`src/ext_bus_pkg.sv`:
```
`default_nettype none
package ext_bus_pkg;
    localparam int          PHASES_PER_CYCLE = 12;
    localparam logic [3:0]  PH_LAST          = 4'hb;
    localparam logic [3:0]  PH_ALE_END       = 4'h4;
    localparam logic [3:0]  PH_ADDR_END      = 4'h8;
    localparam logic [3:0]  PH_WDATA_START   = 4'h8;
    localparam logic [3:0]  PH_STROBE_END    = 4'ha;
    localparam logic [3:0]  PH_READ_SAMPLE   = 4'hb;
    localparam logic [3:0]  PH_RESET_SAMPLE  = 4'h9;

    localparam logic [7:0]  OFS_PORT_ZERO    = 8'h80;
    localparam logic [7:0]  OFS_DP_LOW       = 8'h82;
    localparam logic [7:0]  OFS_DP_HIGH      = 8'h83;
    localparam logic [7:0]  OFS_PORT_TWO     = 8'ha0;
    localparam logic [7:0]  OFS_PORT_THREE   = 8'hb0;

    localparam logic [7:0]  RST_PORT_LATCH   = 8'hff;
    localparam logic [7:0]  RST_DP           = 8'h00;
    localparam logic [7:0]  PORT_ZERO_FILL   = 8'hff;
    localparam logic [7:0]  UNMAPPED_READ    = 8'h00;
    localparam logic [15:0] RESET_VECTOR     = 16'h0000;

    typedef enum logic [1:0] {
        KIND_FETCH = 2'b00,
        KIND_READ  = 2'b01,
        KIND_WRITE = 2'b10
    } acc_kind_t;

    typedef enum logic [1:0] {
        ST_IDLE   = 2'b00,
        ST_ADDR   = 2'b01,
        ST_STROBE = 2'b10
    } bus_state_t;
endpackage : ext_bus_pkg
`default_nettype wire

```
`src/mcu_external_memory_bus.sv`:
```
`timescale 1ns/100ps
`default_nettype none
module mcu_external_memory_bus
    import ext_bus_pkg::*;
(
    input  wire logic        clk_i,
    input  wire logic        reset_i,
    input  wire logic        reset_pin_i,
    input  wire logic        internal_code_disable_n_i,
    input  wire logic [7:0]  sfr_addr_i,
    input  wire logic        sfr_wr_i,
    input  wire logic [7:0]  sfr_wdata_i,
    input  wire logic        sfr_rd_i,
    output logic      [7:0]  sfr_rdata_o,
    input  wire logic        sfr_bit_wr_i,
    input  wire logic [7:0]  sfr_bit_addr_i,
    input  wire logic        sfr_bit_val_i,
    input  wire logic        acc_req_i,
    input  wire logic [1:0]  acc_kind_i,
    input  wire logic        acc_ptr_form_i,
    input  wire logic [16:0] fetch_addr_i,
    input  wire logic [7:0]  reg_addr_i,
    input  wire logic [7:0]  acc_wdata_i,
    output logic             acc_ready_o,
    output logic             acc_done_o,
    output logic      [7:0]  acc_rdata_o,
    output logic             fetch_external_o,
    output logic             core_reset_o,
    output logic      [15:0] start_addr_o,
    output logic             host_prog_mode_o,
    input  wire logic [7:0]  port0_in_i,
    output logic      [7:0]  port0_out_o,
    output logic             port0_oe_o,
    output logic      [7:0]  port2_out_o,
    output logic      [7:0]  port3_out_o,
    output logic             addr_latch_strobe_o,
    input  wire logic        program_fetch_strobe_n_in_i,
    output logic             program_fetch_strobe_n_out_o,
    output logic             program_fetch_strobe_n_oe_o
);

    ////////////////////////////////////////////////////////////////////////////
    // machine cycle timing and pin synchronisers
    logic [3:0]  phase_reg;
    logic        cycle_end;
    logic [2:0]  rst_sync_reg;
    logic [2:0]  strap_sync_reg;
    logic [2:0]  program_fetch_strobe_sync_reg;
    logic [7:0]  p0_sync1_reg;
    logic [7:0]  p0_sync2_reg;
    logic [7:0]  p0_sync3_reg;
    logic        rst_sample_reg;
    logic        rst_prev_sample_reg;
    logic        rst_done_reg;
    logic        code_disable_reg;
    logic        program_fetch_strobe_level_reg;
    logic        prog_mode_reg;
    logic        core_reset;
    assign cycle_end = (phase_reg == PH_LAST);
    always_ff @(posedge clk_i) begin
        if (reset_i || cycle_end) begin
            phase_reg <= 4'h0;
        end else begin
            phase_reg <= phase_reg + 4'h1;
        end
    end

    // the first stage feeds only the second stage
    always_ff @(posedge clk_i) begin
        rst_sync_reg   <= {rst_sync_reg[1:0], reset_pin_i};
        strap_sync_reg <= {strap_sync_reg[1:0], internal_code_disable_n_i};
        program_fetch_strobe_sync_reg  <= {program_fetch_strobe_sync_reg[1:0], program_fetch_strobe_n_in_i};
        p0_sync1_reg   <= port0_in_i;
        p0_sync2_reg   <= p0_sync1_reg;
        p0_sync3_reg   <= p0_sync2_reg;
    end

    // a level counts only when stages two and three agree
    always_ff @(posedge clk_i) begin
        if (reset_i) begin
            rst_sample_reg      <= 1'b0;
            rst_prev_sample_reg <= 1'b0;
        end else if (phase_reg == PH_RESET_SAMPLE && rst_sync_reg[1] == rst_sync_reg[2]) begin
            rst_sample_reg      <= rst_sync_reg[2];
            rst_prev_sample_reg <= rst_sample_reg;
        end
    end

    // two consecutive high samples make a complete reset; shorter pulses still reset the core
    always_ff @(posedge clk_i) begin
        if (reset_i || !rst_sample_reg) begin
            rst_done_reg <= 1'b0;
        end else if (rst_prev_sample_reg) begin
            rst_done_reg <= 1'b1;
        end
    end

    assign core_reset = reset_i || rst_sample_reg;
    // strap captured while reset is applied, never in the reset branch itself
    always_ff @(posedge clk_i) begin
        if (core_reset && strap_sync_reg[1] == strap_sync_reg[2]) begin
            code_disable_reg <= !strap_sync_reg[2];
        end
    end

    always_ff @(posedge clk_i) begin
        if (reset_i) begin
            program_fetch_strobe_level_reg <= 1'b1;
        end else if (program_fetch_strobe_sync_reg[1] == program_fetch_strobe_sync_reg[2]) begin
            program_fetch_strobe_level_reg <= program_fetch_strobe_sync_reg[2];
        end
    end

    // a forced falling edge on the fetch strobe during a held reset selects host programming
    always_ff @(posedge clk_i) begin
        if (reset_i) begin
            prog_mode_reg <= 1'b0;
        end else if (rst_done_reg && program_fetch_strobe_level_reg && program_fetch_strobe_sync_reg[1] == program_fetch_strobe_sync_reg[2]
                     && !program_fetch_strobe_sync_reg[2]) begin
            prog_mode_reg <= 1'b1;
        end
    end

    assign host_prog_mode_o = prog_mode_reg;
    // only bus and register state restarts; on-chip data memory is owned elsewhere and kept
    assign core_reset_o     = core_reset;
    assign start_addr_o     = RESET_VECTOR;
    assign fetch_external_o = code_disable_reg || fetch_addr_i[16];
    ////////////////////////////////////////////////////////////////////////////
    // special registers
    logic [7:0] port_zero_latch_reg;
    logic [7:0] port_two_latch_reg;
    logic [7:0] port_three_latch_reg;
    logic [7:0] dp_low_reg;
    logic [7:0] dp_high_reg;
    logic [7:0] rdata_reg;
    logic       acc_go;
    logic       bit_hit;
    logic [7:0] bit_byte;
    logic [7:0] bit_mask;
    // only byte addresses that are multiples of eight take bit writes
    assign bit_byte = {sfr_bit_addr_i[7:3], 3'b000};
    assign bit_hit  = sfr_bit_wr_i && sfr_bit_addr_i[7];
    assign bit_mask = 8'h01 << sfr_bit_addr_i[2:0];
    function automatic logic [7:0] bit_merge(input logic [7:0] cur, input logic [7:0] mask, input logic val);
        bit_merge = val ? (cur | mask) : (cur & ~mask);
    endfunction : bit_merge
    // an external access overrides a same-cycle software write
    always_ff @(posedge clk_i) begin
        if (core_reset) begin
            port_zero_latch_reg <= RST_PORT_LATCH;
        end else if (acc_go) begin
            port_zero_latch_reg <= PORT_ZERO_FILL;
        end else if (sfr_wr_i && sfr_addr_i == OFS_PORT_ZERO) begin
            port_zero_latch_reg <= sfr_wdata_i;
        end else if (bit_hit && bit_byte == OFS_PORT_ZERO) begin
            port_zero_latch_reg <= bit_merge(port_zero_latch_reg, bit_mask, sfr_bit_val_i);
        end
    end

    always_ff @(posedge clk_i) begin
        if (core_reset) begin
            port_two_latch_reg <= RST_PORT_LATCH;
        end else if (sfr_wr_i && sfr_addr_i == OFS_PORT_TWO) begin
            port_two_latch_reg <= sfr_wdata_i;
        end else if (bit_hit && bit_byte == OFS_PORT_TWO) begin
            port_two_latch_reg <= bit_merge(port_two_latch_reg, bit_mask, sfr_bit_val_i);
        end
    end

    always_ff @(posedge clk_i) begin
        if (core_reset) begin
            port_three_latch_reg <= RST_PORT_LATCH;
        end else if (sfr_wr_i && sfr_addr_i == OFS_PORT_THREE) begin
            port_three_latch_reg <= sfr_wdata_i;
        end else if (bit_hit && bit_byte == OFS_PORT_THREE) begin
            port_three_latch_reg <= bit_merge(port_three_latch_reg, bit_mask, sfr_bit_val_i);
        end
    end

    always_ff @(posedge clk_i) begin
        if (core_reset) begin
            dp_low_reg  <= RST_DP;
            dp_high_reg <= RST_DP;
        end else if (sfr_wr_i && sfr_addr_i == OFS_DP_LOW) begin
            dp_low_reg  <= sfr_wdata_i;
        end else if (sfr_wr_i && sfr_addr_i == OFS_DP_HIGH) begin
            dp_high_reg <= sfr_wdata_i;
        end
    end

    // unoccupied addresses read as zero and ignore writes
    always_ff @(posedge clk_i) begin
        if (core_reset) begin
            rdata_reg <= UNMAPPED_READ;
        end else if (sfr_rd_i) begin
            if (sfr_addr_i == OFS_PORT_ZERO) begin
                rdata_reg <= port_zero_latch_reg;
            end else if (sfr_addr_i == OFS_DP_LOW) begin
                rdata_reg <= dp_low_reg;
            end else if (sfr_addr_i == OFS_DP_HIGH) begin
                rdata_reg <= dp_high_reg;
            end else if (sfr_addr_i == OFS_PORT_TWO) begin
                rdata_reg <= port_two_latch_reg;
            end else if (sfr_addr_i == OFS_PORT_THREE) begin
                rdata_reg <= port_three_latch_reg;
            end else begin
                rdata_reg <= UNMAPPED_READ;
            end
        end
    end

    assign sfr_rdata_o = rdata_reg;
    ////////////////////////////////////////////////////////////////////////////
    // external bus sequencer
    bus_state_t  state_reg;
    logic [1:0]  kind_reg;
    logic        wide_reg;
    logic [15:0] addr_reg;
    logic [7:0]  wdata_reg;
    logic [7:0]  acc_rdata_reg;
    logic        done_reg;
    logic        req_ok;
    logic        slot_free;
    logic [15:0] req_addr;
    logic        req_wide;
    // internal fetches never reach the pins, so they are not taken here
    assign req_ok    = acc_req_i && !core_reset && !prog_mode_reg
                       && (acc_kind_i != KIND_FETCH || fetch_external_o);
    assign slot_free = (state_reg == ST_IDLE) || (state_reg == ST_STROBE);
    assign acc_ready_o = slot_free && cycle_end && !core_reset && !prog_mode_reg;
    assign acc_go    = req_ok && slot_free && cycle_end;

    always_comb begin
        req_addr = fetch_addr_i[15:0];
        req_wide = 1'b1;
        if (acc_kind_i != KIND_FETCH) begin
            if (acc_ptr_form_i) begin
                req_addr = {dp_high_reg, dp_low_reg};
            end else begin
                req_addr = {8'h00, reg_addr_i};
                req_wide = 1'b0;
            end
        end
    end

    // chaining straight from the strobe cycle keeps port two on the bus with no restore gap
    always_ff @(posedge clk_i) begin
        if (reset_i) begin
            state_reg <= ST_IDLE;
        end else begin
            case (state_reg)
                ST_IDLE: begin
                    if (acc_go) begin
                        state_reg <= ST_ADDR;
                    end
                end
                ST_ADDR: begin
                    if (cycle_end) begin
                        state_reg <= rst_sample_reg ? ST_IDLE : ST_STROBE;
                    end
                end
                ST_STROBE: begin
                    if (cycle_end) begin
                        state_reg <= acc_go ? ST_ADDR : ST_IDLE;
                    end
                end
                default: begin
                    state_reg <= ST_IDLE;
                end
            endcase
        end
    end

    always_ff @(posedge clk_i) begin
        if (reset_i) begin
            kind_reg  <= KIND_FETCH;
            wide_reg  <= 1'b0;
            addr_reg  <= 16'h0000;
            wdata_reg <= 8'h00;
        end else if (acc_go) begin
            kind_reg  <= acc_kind_i;
            wide_reg  <= req_wide;
            addr_reg  <= req_addr;
            wdata_reg <= acc_wdata_i;
        end
    end

    // the synchronised sample at the last phase reflects the pins before the strobe rises
    always_ff @(posedge clk_i) begin
        if (reset_i) begin
            acc_rdata_reg <= 8'h00;
            done_reg      <= 1'b0;
        end else begin
            done_reg <= (state_reg == ST_STROBE) && cycle_end;
            if (state_reg == ST_STROBE && phase_reg == PH_READ_SAMPLE && kind_reg != KIND_WRITE) begin
                acc_rdata_reg <= p0_sync3_reg;
            end
        end
    end

    assign acc_done_o  = done_reg;
    assign acc_rdata_o = acc_rdata_reg;
    ////////////////////////////////////////////////////////////////////////////
    // pin drive
    logic addr_phase;
    logic write_phase;
    logic strobe_on;
    assign addr_phase  = (state_reg == ST_ADDR) && (phase_reg < PH_ADDR_END);
    assign write_phase = (kind_reg == KIND_WRITE)
                         && (((state_reg == ST_ADDR) && (phase_reg >= PH_WDATA_START))
                             || (state_reg == ST_STROBE));
    assign strobe_on   = (state_reg == ST_STROBE) && (phase_reg < PH_STROBE_END);

    assign addr_latch_strobe_o = (state_reg == ST_ADDR) && (phase_reg < PH_ALE_END);
    // port zero is driven only for the low address and for write data; it floats at all other times, idle included
    assign port0_oe_o  = addr_phase || write_phase;
    assign port0_out_o = addr_phase ? addr_reg[7:0] : (write_phase ? wdata_reg : port_zero_latch_reg);
    assign port2_out_o = (state_reg != ST_IDLE && wide_reg) ? addr_reg[15:8] : port_two_latch_reg;
    // alternate functions pull the latch bits low only while active
    assign port3_out_o = port_three_latch_reg
                         & {!(strobe_on && kind_reg == KIND_READ),
                            !(strobe_on && kind_reg == KIND_WRITE), 6'h3f};
    // fetch strobe is released during reset so a host can force it
    assign program_fetch_strobe_n_oe_o  = !core_reset;
    assign program_fetch_strobe_n_out_o = !(strobe_on && kind_reg == KIND_FETCH);
    ////////////////////////////////////////////////////////////////////////////
    // checks
    a_ale_addr_valid: assert property (@(posedge clk_i) disable iff (reset_i)
        $fell(addr_latch_strobe_o) |-> port0_oe_o && port0_out_o == addr_reg[7:0])
        else $error("low address not valid when latch strobe falls");
    a_write_data_window: assert property (@(posedge clk_i) disable iff (reset_i)
        $fell(port3_out_o[6]) && port_three_latch_reg[6] |-> $past(port0_oe_o, 2)
        && $past(port0_out_o, 2) == wdata_reg ##1 (!port3_out_o[6])[*8] ##2 port0_oe_o)
        else $error("write data does not frame the write strobe");
    a_wide_high_byte: assert property (@(posedge clk_i) disable iff (reset_i)
        state_reg != ST_IDLE && wide_reg |-> port2_out_o == addr_reg[15:8])
        else $error("high address byte missing on port two");
    a_narrow_port_two: assert property (@(posedge clk_i) disable iff (reset_i)
        state_reg != ST_IDLE && !wide_reg |-> port2_out_o == port_two_latch_reg)
        else $error("narrow access disturbed port two");
    a_port_two_restore: assert property (@(posedge clk_i) disable iff (reset_i)
        state_reg == ST_STROBE && cycle_end && !acc_go |=> port2_out_o == port_two_latch_reg)
        else $error("port two latch not restored");
    a_no_prog_write: assert property (@(posedge clk_i) disable iff (reset_i)
        kind_reg == KIND_FETCH |-> port3_out_o[6] == port_three_latch_reg[6])
        else $error("write strobe during program fetch");
    a_read_release: assert property (@(posedge clk_i) disable iff (reset_i)
        state_reg == ST_STROBE && kind_reg != KIND_WRITE |-> !port0_oe_o)
        else $error("port zero driven during read data phase");
    a_zero_latch_fill: assert property (@(posedge clk_i) disable iff (reset_i)
        acc_go && !core_reset |=> port_zero_latch_reg == PORT_ZERO_FILL)
        else $error("port zero latch not filled on access");
    a_reset_sample: assert property (@(posedge clk_i) disable iff (reset_i)
        $past(phase_reg) != PH_RESET_SAMPLE |-> $stable(rst_sample_reg))
        else $error("reset pin sampled outside its slot");
    a_write_abort: assert property (@(posedge clk_i) disable iff (reset_i)
        state_reg == ST_ADDR && cycle_end && rst_sample_reg |=> state_reg == ST_IDLE
        ##0 (port3_out_o[6] == port_three_latch_reg[6])[*8])
        else $error("write not suppressed by early reset");
    // the strobe stands for phases zero to nine of the strobe cycle, ten in all
    a_strobe_length: assert property (@(posedge clk_i) disable iff (reset_i)
        state_reg == ST_ADDR && cycle_end && !rst_sample_reg |=> strobe_on [*8] ##1 strobe_on [*2] ##1 !strobe_on)
        else $error("strobe length wrong");
endmodule : mcu_external_memory_bus
`default_nettype wire

```
`config.mk`:
```
export PLATFORM = sky130hd
export DESIGN_NAME = mcu_external_memory_bus
export DESIGN_NICKNAME = d
export VERILOG_FILES = /design/src/ext_bus_pkg.sv /design/src/mcu_external_memory_bus.sv
export SDC_FILE = /design/constraint.sdc
export NUM_CORES = 1
export LEC_CHECK = 0
export BUFFER_PORTS_ARGS = -buffer_cell sky130_fd_sc_hd__buf_4
export CORE_MARGIN = 2
export CORE_UTILIZATION = 45
export DETAILED_ROUTE_END_ITERATION = 10
export HOLD_SLACK_MARGIN = 0.1
export PLACE_DENSITY = 0.69
export SLEW_MARGIN = 10
export SYNTH_ARGS = -nofsm -noshare
export SYNTH_HDL_FRONTEND = slang
export SYNTH_SLANG_ARGS = --single-unit
```
`constraint.sdc`:
```
create_clock -name clk_i -period 3.58 [get_ports clk_i]
set_input_delay 0 -clock clk_i [delete_from_list [all_inputs] [get_ports clk_i]]
set_output_delay 0 -clock clk_i [all_outputs]
set_load 0.01 [all_outputs]
```
; ---- Yosys cells after proc, flatten, opt, wreduce, memory -nomap -nowiden
; Cells that the tools add are included.
[op_classes]
shift = 1
n_eq_ne = 21
div_mod_pow = 0
bitwise_logic = 9
reduce_logical = 59
muxes = 27
magnitude_cmp = 4
n_mul = 0
n_addsub = 1
[ops]
columns = operator, count
row1 = $mux 8, 17
row2 = $eq 8x8->1 const B, 5
row3 = $logic_and 1x1->1, 33
row4 = $and 8x8->8, 4
row5 = $mux 16, 2
row6 = $or 8x8->8, 3
row7 = $eq 5x5->1 const B, 3
row8 = $reduce_bool 2->1, 5
row9 = $eq 4x4->1 const B, 2
row10 = $logic_not 1->1, 8
row11 = $logic_or 1x1->1, 8
row12 = $lt 4x4->1 const B, 2
row13 = $mux 2, 4
row14 = $ne 2x2->1 const B, 4
row15 = $not 8->8, 1
row16 = $shl 1x3->8 const A, 1
row17 = $pmux 2 s3, 1
row18 = $add 4x1->4 const B, 1
row19 = $eq 2x1->1 const B, 2
row20 = $eq 2x2->1 const B, 2
row21 = $ge 4x4->1 const B, 1
row22 = $logic_not 2->1, 2
row23 = $lt 4x3->1 const B, 1
row24 = $eq 1x1->1, 3
row25 = other kinds (5), 7
[word_totals]
latchBits = 0
romBits = 0
out_inout_bits = 65
memories = 0
input_bits = 78
elab_cells = 148
regBits = 129
mem_bits_rw = 0

; ---- Depth between registers and ports, before layout
; Gate-level depths: netlist (run 1).
[depth]
ltp_word = 10
depth_mapped = 8
ltp_nobuf = 6

; ---- Least setup slack after synthesis (run 1)
; Ideal clock, no wire load.
[synth_path]
path_kind = flip-flop to flip-flop
startpoint = register phase_reg[0]
endpoint = register kind_reg[1]
setup_time_ps = 70
path_stages_with_launch = 8
period_less_slack_ps = 1751
arrival_time_ps = 1681
path_slack_ps = 1829
t_required_ps = 3510
path_buffers = 2
cell_sequence = dfxtp_1 -> ha_1 -> nand3b_1 -> nand4bb_1 -> clkbuf_1 -> clkbuf_1 -> nand2_1 -> a21oi_1
[synth_via]
elab_chain_len = 2
[synth_lines]
columns = element, line_no
row1 = "start, declared", mcu_external_memory_bus.sv:44  ; logic [3:0] phase_reg;
row2 = "start signal, assigned", mcu_external_memory_bus.sv:64  ; phase_reg <= phase_reg + 4'h1;
row3 = $eq 4x4->1, mcu_external_memory_bus.sv:59  ; assign cycle_end = (phase_reg == PH_LAST);
row4 = $logic_and 1x1->1, mcu_external_memory_bus.sv:232  ; assign acc_go = req_ok && slot_free && cycle_end;
row5 = "end signal, assigned", mcu_external_memory_bus.sv:282  ; kind_reg <= acc_kind_i;
row6 = "end, declared", mcu_external_memory_bus.sv:217  ; logic [1:0] kind_reg;
; No other way between the ends.
; A chain may end at the register's enable or synchronous reset.

; ---- Worst setup path after layout (run 1)
[layout_path]
startpoint = register phase_reg[0]
endpoint = register addr_reg[4]
[layout_via]
elab_chain_len = 2
[layout_lines]
columns = element, line_no
row1 = $eq 4x4->1, mcu_external_memory_bus.sv:59
row2 = $logic_and 1x1->1, mcu_external_memory_bus.sv:232
row3 = "end signal, assigned", mcu_external_memory_bus.sv:284  ; addr_reg <= req_addr;
row4 = "end, declared", mcu_external_memory_bus.sv:219  ; logic [15:0] addr_reg;
; No other way between the ends.

==> metrics.md, run 1 <==
| Metric | Value |
|---|---|
| Outcome | `completed` |
| Period Utilization, post-route | `0.896` |
| DRT Wirelength | `roughly 19000 µm` |
| CTS Buffer Depth | `2` |
| Post-route minimum period | `approximately 3.2 ns` |
| Crit-path leading delay family | `buffers and inverters` |
| Most frequent cells in the layout | `buf_4 (138), dfxtp_1 (128), nor2_1 (86)` |
| Worst Setup SP | `phase_reg[0]` |
| Ys async rst share | `0` |
| Crit. End Element | `flop` |
| Final hold slack | `between 0.1 and 0.15 ns` |
| Clock latency on the worst-skew pair | `between 0.4 and 0.5 ns` |
| Setup TNS | `0 ns` |
| GPL Wtd Cong | `~0.95` |
| Final Core Density | `0.654` |
| Area Growth Syn to Fin | `41.9%` |
| CP Launch Type | `flop` |
| Final HPWL DP | `12700 µm` |
| Die area | `13800 µm²` |
| Slew Viols, Final | `0` |
| Worst Hold Class | `in -> reg` |
| Share of cells above drive strength 1 | `0.225` |
| Routed Antenna Nets | `0` |
| Placement Rows | `41` |
| # H-tree levels | `4` |
| Crit-path cells | `ha_1 -> nand3b_1 -> nor4bb_4 -> buf_4 -> o211ai_1 -> dlygate4sd3_1 -> a21oi_1 -> dlygate4sd3_1` |
| CTS root buf | `clkbuf_16` |
| Yosys reg bits | `129` |
| Starting Density | `0.461` |
| Max cap viols | `0` |
| Clk slew on worst S/H paths | `around 0.060 ns` |
| Least-Margin Pin Slew | `between 0.8 and 0.9 ns` |
| Maximum vdd drop | `around 350 µV` |
| Predominant post-synthesis flop cell | `dfxtp_1` |
| Crit path arrival time | `3.58 ns` |
| Wire per inst | `approximately 18 µm` |
| Final Net Count | `927` |
| Final hold viol count | `0` |
| Fillers | `1063` |
| Largest net degree at the start of global routing | `between 40 and 50` |
| Via count | `roughly 5.7k` |
| Die X | `118 µm` |
| Core area | `between 10000 and 15000 µm²` |
| Cell variety after synth | `52` |
| First-pass GRT wire length | `approximately 30000 µm` |
| PortBufs | `roughly 130` |
| Worst Reg-to-Reg Cells | `8` |
| DRC | `0` |
| Post-synth EDFFs | `1` |
| Crit Path Category | `reg -> reg` |
| PostCTS Resize Cnt | `0` |
| Placed inst area | `a little under 7000 µm²` |
| Sink Count | `129` |
| Worst setup path endpoint | `addr_reg[4]` |
| CTS tree | `yes` |
| Most frequent CP cell | `dlygate4sd3_1` |
| WP data required | `just under 4 ns` |
| Final Skew | `roughly 0.0081 ns` |
| Yosys Warn Count | `0` |
| Vias per Instance | `5.50` |
| Synthesized area | `around 5800 µm²` |
| Leading cell type in the layout, fill and taps excluded | `buf_4` |
| ANT cells | `0` |
| FF-to-FF Start | `phase_reg[0]` |
| Initial drt markers | `~480` |
| Vias in the first global route | `between 5k and 6k` |
| Max Freq | `312 MHz` |
| Finished Layout Cells | `between 1k and 1.5k` |
| P per Cell Area | `434 nW/µm²` |
| I/O pin cnt | `approximately 140` |
| Critical path buffers and inverters | `3` |
| Post-Place Cells | `between 900 and 1k` |
| Cells after Synth | `between 600 and 700` |
| GR Overflow Total | `0` |
| Die Y | `between 100 and 150 µm` |
| Sequential area share after synthesis | `0.446` |
| Num CTS Buffers | `17` |
| Initial antenna violation count | `0` |
| Tot GR Track Use | `0.279` |
| Slew margin rel. | `0.413` |
| Synth Area per Inst | `8.86 µm²` |
| R2R Setup Slk | `approximately 0.37 ns` |
| Drt pass-1 iters | `4` |
| Reg-to-Reg End | `addr_reg[4]` |
| RSZ-0062 raised after global routing | `no` |
| Max FO, Critical Path | `16` |
| Number of cells on the critical path | `8` |
| Design Area, Final | `roughly 8200 µm²` |
| Worst path max stage delay | `0.61 ns` |
| Crit-path slowest cell | `dlygate4sd3_1` |
| Leakage | `3.37 nW` |
| Setup-failing EPs final | `0` |
## per-layer routing
metal | track usage | vias up | part of all wire
li1 | - | 2717 | -
met1 | 0.342 | 2698 | 0.43
met2 | 0.460 | 216 | 0.48
met3 | 0.0858 | 42 | 0.070
met4 | 0.102 | 0 | 0.023
met5 | 0 | - | 0
## how the worst min path moves through the flow
stage	cells past startpoint	slack, ns	endpoint	from
2_1_floorplan	0	0.03	p0_sync1_reg[0]	port0_in_i[0]
3_3_place_gp	1	0.10	p0_sync1_reg[4]	port0_in_i[4]
3_5_place_dp	1	0.11	p0_sync1_reg[7]	port0_in_i[7]
4_1_cts	4	0.13	sfr_rdata_o[2]	sfr_addr_i[1]
5_1_grt	5	0.16	dp_low_reg[1]	sfr_wr_i
6_report	5	0.13	flop	sfr_bit_addr_i[3]
## final cells by class
type	instances	area, µm²	area share
Multi-Input combinational cell	470	2940	0.357
Sequential cell	129	2590	0.314
Timing Repair Buffer	219	1850	0.224
Clock buffer	19	443	0.0537
Tap cell	172	215	0.0261
Clock inverter	13	174	0.0211
Inverter	9	33.8	0.00410
## power by group
group	total (W)	internal (W)	switching, W
combinational	0.000282	0.000136	0.000146
sequential	0.00148	0.00147	0.0000150
clock	0.00182	0.00113	0.000689
## repair_timing
item                       4_1_cts  5_1_grt
setup endpoints to repair        0        8
hold endpoints to repair        99        0
buffers inserted                 0        2
hold buffers                    81        0
## cell usage after synthesis, drive strengths merged, types with 3 or more instances
cell	instances	area (µm²)
or2	4	25.0
nor2	86	323
a21oi	32	160
nor4bb	3	30.0
buf	32	210
nand2b	4	25.0
ha	3	37.5
a211oi	10	75.1
mux2	8	90.1
inv	8	30.0
and3	10	62.6
dfxtp	128	2560
o21ai	38	190
nand2	57	214
and3b	3	26.3
a31oi	9	56.3
xor2	3	26.3
nor4	3	33.8
o211ai	16	120
a311oi	8	70.1
nor3	16	90.1
a221o	8	80.1
nor3b	5	37.5
o31a	7	61.3
or3b	3	26.3
nand3b	7	52.6
nand3	19	95.1
or3	12	75.1
clkbuf	31	116
mux2i	48	480
a221oi	14	123
## cell families (layout without fill, tap and decap cells)
family | count (synthesis) | after routing | share of synthesized area
AO/OA/AOI/OAI | 147 | 147 | 0.169
adder cells (fa/ha/maj) | 3 | 3 | 0.00646
multiplexers | 56 | 56 | 0.0981
flip-flops | 129 | 129 | 0.446
XOR/XNOR | 4 | 4 | 0.00603
other | 1 | 16 | 0.000645
buffers and inverters | 72 | 260 | 0.0620
AND/OR/NAND/NOR | 244 | 244 | 0.212
## worst register-to-register path, cell delays in order (launching register included)
cell	delay (ns)
dfxtp_1	0.40
ha_1	0.22
nand3b_1	0.31
nor4bb_4	0.44
buf_4	0.28
o211ai_1	0.13
dlygate4sd3_1	0.61
a21oi_1	0.18
dlygate4sd3_1	0.58
## per-stage QoR
step	total power [W]	worst slack, ns
5_1_grt	0.00369	0.174
4_1_cts	0.00359	0.180
6_report	0.00358	0.371
3_3_place_gp	0.00174	1.41
2_1_floorplan	0.00163	1.83
3_5_place_dp	0.00174	1.27
No activity file was read; power rests on OpenSTA's default activity.
==> run 2, diff against run 1 <==
--- a/config.mk
+++ b/config.mk
@@ -6,7 +6,7 @@
 export NUM_CORES = 1
 export LEC_CHECK = 0
 export BUFFER_PORTS_ARGS = -buffer_cell sky130_fd_sc_hd__buf_4
-export CORE_MARGIN = 2
+export CORE_ASPECT_RATIO = 1.2
 export CORE_UTILIZATION = 45
 export DETAILED_ROUTE_END_ITERATION = 10
 export HOLD_SLACK_MARGIN = 0.1
==> run 2 against run 1 <==
Effect of this change:
- utilization shrank 0.92 points
- hold slack improved by 0.0089 ns
- worst setup slack worse by 0.076 ns
- clock skew grew 0.0021 ns
- critical path depth up 3
- design area fell by 1.5%
- largest cell class unchanged
==> metrics.md, run 2 (same netlist as run 1, synthesis figures left out) <==
| Metric | Value |
|---|---|
| I/O pin cnt | `between 100 and 150` |
| GR Overflow Total | `0` |
| Period Utilization, post-route | `0.918` |
| GPL Wtd Cong | `between 0.8 and 0.9` |
| Slew Viols, Final | `0` |
| Leakage | `between 3 and 4 nW` |
| First-pass GRT wire length | `approximately 28000 µm` |
| Max FO, Critical Path | `32` |
| Starting Density | `0.461` |
| Routed Antenna Nets | `0` |
| Initial drt markers | `316` |
| Share of cells above drive strength 1 | `0.222` |
| RSZ-0062 raised after global routing | `no` |
| Least-Margin Pin Slew | `0.901 ns` |
| DRT Wirelength | `around 18000 µm` |
| Most frequent cells in the layout | `buf_4 (133), dfxtp_1 (128), nor2_1 (86)` |
| Core area | `around 13000 µm²` |
| Drt pass-1 iters | `6` |
| Die area | `between 10000 and 15000 µm²` |
| Final Net Count | `between 900 and 1k` |
| Worst Hold Class | `in -> reg` |
| PortBufs | `roughly 130` |
| DRC | `0` |
| Clk slew on worst S/H paths | `around 0.060 ns` |
| ANT cells | `0` |
| Clk network pwr share | `0.490` |
| Final hold viol count | `0` |
| Fillers | `between 1k and 1.5k` |
| Max cap viols | `0` |
| Placement Rows | `45` |
| Crit Path Category | `in -> reg` |
| Die X | `106 µm` |
| Design Area, Final | `8130 µm²` |
| P per Cell Area | `roughly 420 nW/µm²` |
| Outcome | `completed` |
| Maximum vdd drop | `468 µV` |
| Vias in the first global route | `roughly 5.5k` |
| Wire per inst | `around 18 µm` |
| Crit path arrival time | `~3.6 ns` |
| Initial antenna violation count | `0` |
| Placed inst area | `between 6000 and 7000 µm²` |
| Gate power share | `0.080` |
| Max Freq | `304 MHz` |
| CTS tree | `yes` |
| Die Y | `roughly 130 µm` |
| # H-tree levels | `4` |
| Hold depth | `5` |
| Setup-failing EPs final | `0` |
| Largest net degree at the start of global routing | `33` |
| Leading cell type in the layout, fill and taps excluded | `buf_4` |
| Sw Share | `0.265` |
| Area Growth Syn to Fin | `39.8%` |
| Slew margin rel. | `0.398` |
| Final HPWL DP | `between 10000 and 15000 µm` |
| Worst Reg-to-Reg Cells | `9` |
| Num CTS Buffers | `17` |
| P_sw | `between 0.0009 and 0.001 W` |
| Final Skew | `between 0.01 and 0.015 ns` |
| Post-route minimum period | `around 3.3 ns` |
| Sink Count | `about 130` |
| CTS root buf | `clkbuf_16` |
| WP data required | `between 3 and 4 ns` |
| Tot GR Track Use | `0.274` |
| CTS Buffer Depth | `2` |
| Crit. End Element | `flop` |
| Setup TNS | `0 ns` |
| Vias per Instance | `about 5.5` |
| Cell-internal power | `0.00253 W` |
| CP Launch Type | `input port` |
| Sequential Power Share | `0.430` |
| Via count | `about 5.6k` |
| Clock latency on the worst-skew pair | `0.42 ns` |
-- run 2: cell count changes in the layout (fill, tap and decap cells not counted), sizes merged --
cell / change
buf: -5
dlygate4sd3: -4
inv: +4
bufinv: -3
clkinvlp: +3
clkbuf: -2
clkinv: -2
-- run 2: repair_timing --
action,4_1_cts,5_1_grt
resized for setup,0,0
endpoints found under the hold margin,99,0
hold buffers,77,0
buffers inserted,0,1
endpoints found under the setup margin,0,7
-- run 2: routing by layer --
| layer | vias to the layer above | track usage | routed length (µm) |
|---|---|---|---|
| met4 | 0 | 0.162 | 868 |
| met1 | 2617 | 0.324 | 7360 |
| met5 | - | 0 | 0 |
| met3 | 56 | 0.0540 | 1190 |
| li1 | 2694 | - | - |
| met2 | 259 | 0.459 | 8790 |
-- run 2: area by class of cell --
type,count,area (µm²),area share
multi-input cells,470,2940,0.362
flip-flops and latches,129,2590,0.319
repair buffers,210,1770,0.218
clock buffers,17,425,0.0523
well taps,164,205,0.0252
clock inverters,15,158,0.0194
inverters,9,33.8,0.00416
-- run 2: power groups by stage --
stage | Sequential (W) | Combinational (W) | Clock (W)
detailed placement | 0.00151 | 0.000226 | 0
finish | 0.00148 | 0.000277 | 0.00169
global placement | 0.00151 | 0.000224 | 0
floorplan | 0.00151 | 0.000114 | 0
global route | 0.00148 | 0.000295 | 0.00177
CTS | 0.00148 | 0.000272 | 0.00171
-- run 2: worst max-delay path, cell delays in order --
cell and delay, ns:
dlygate4sd3_1 0.53, buf_4 0.25, nor2_1 0.12, buf_4 0.29
inv_1 0.36, nor4bb_4 0.36, buf_4 0.28, o211ai_1 0.12
dlygate4sd3_1 0.58, a21oi_1 0.15, dlygate4sd3_1 0.58
-- run 2: metrics by stage --
step | instances | power [W] | setup WS, ns | util | hold slack [ns]
2_1_floorplan | 671 | 0.00163 | 1.83 | - | 0.0277
6_report | 1014 | 0.00345 | 0.295 | 0.644 | 0.143
3_5_place_dp | 904 | 0.00174 | 1.11 | 0.537 | 0.105
3_3_place_gp | 904 | 0.00174 | 1.23 | 0.537 | 0.105
4_1_cts | 1013 | 0.00347 | 0.0165 | 0.644 | 0.124
5_1_grt | 1014 | 0.00355 | 0.127 | 0.644 | 0.166
-- run 2: worst paths after layout --
check,startpoint,to,slack (ns)
setup / recovery,reset_i,addr_reg[3],0.30
hold / removal,sfr_bit_addr_i[5],flop,0.14
setup reg to reg,rst_sample_reg,addr_reg[3],0.33
hold reg to reg,program_fetch_strobe_sync_reg[0],program_fetch_strobe_sync_reg[1],0.33
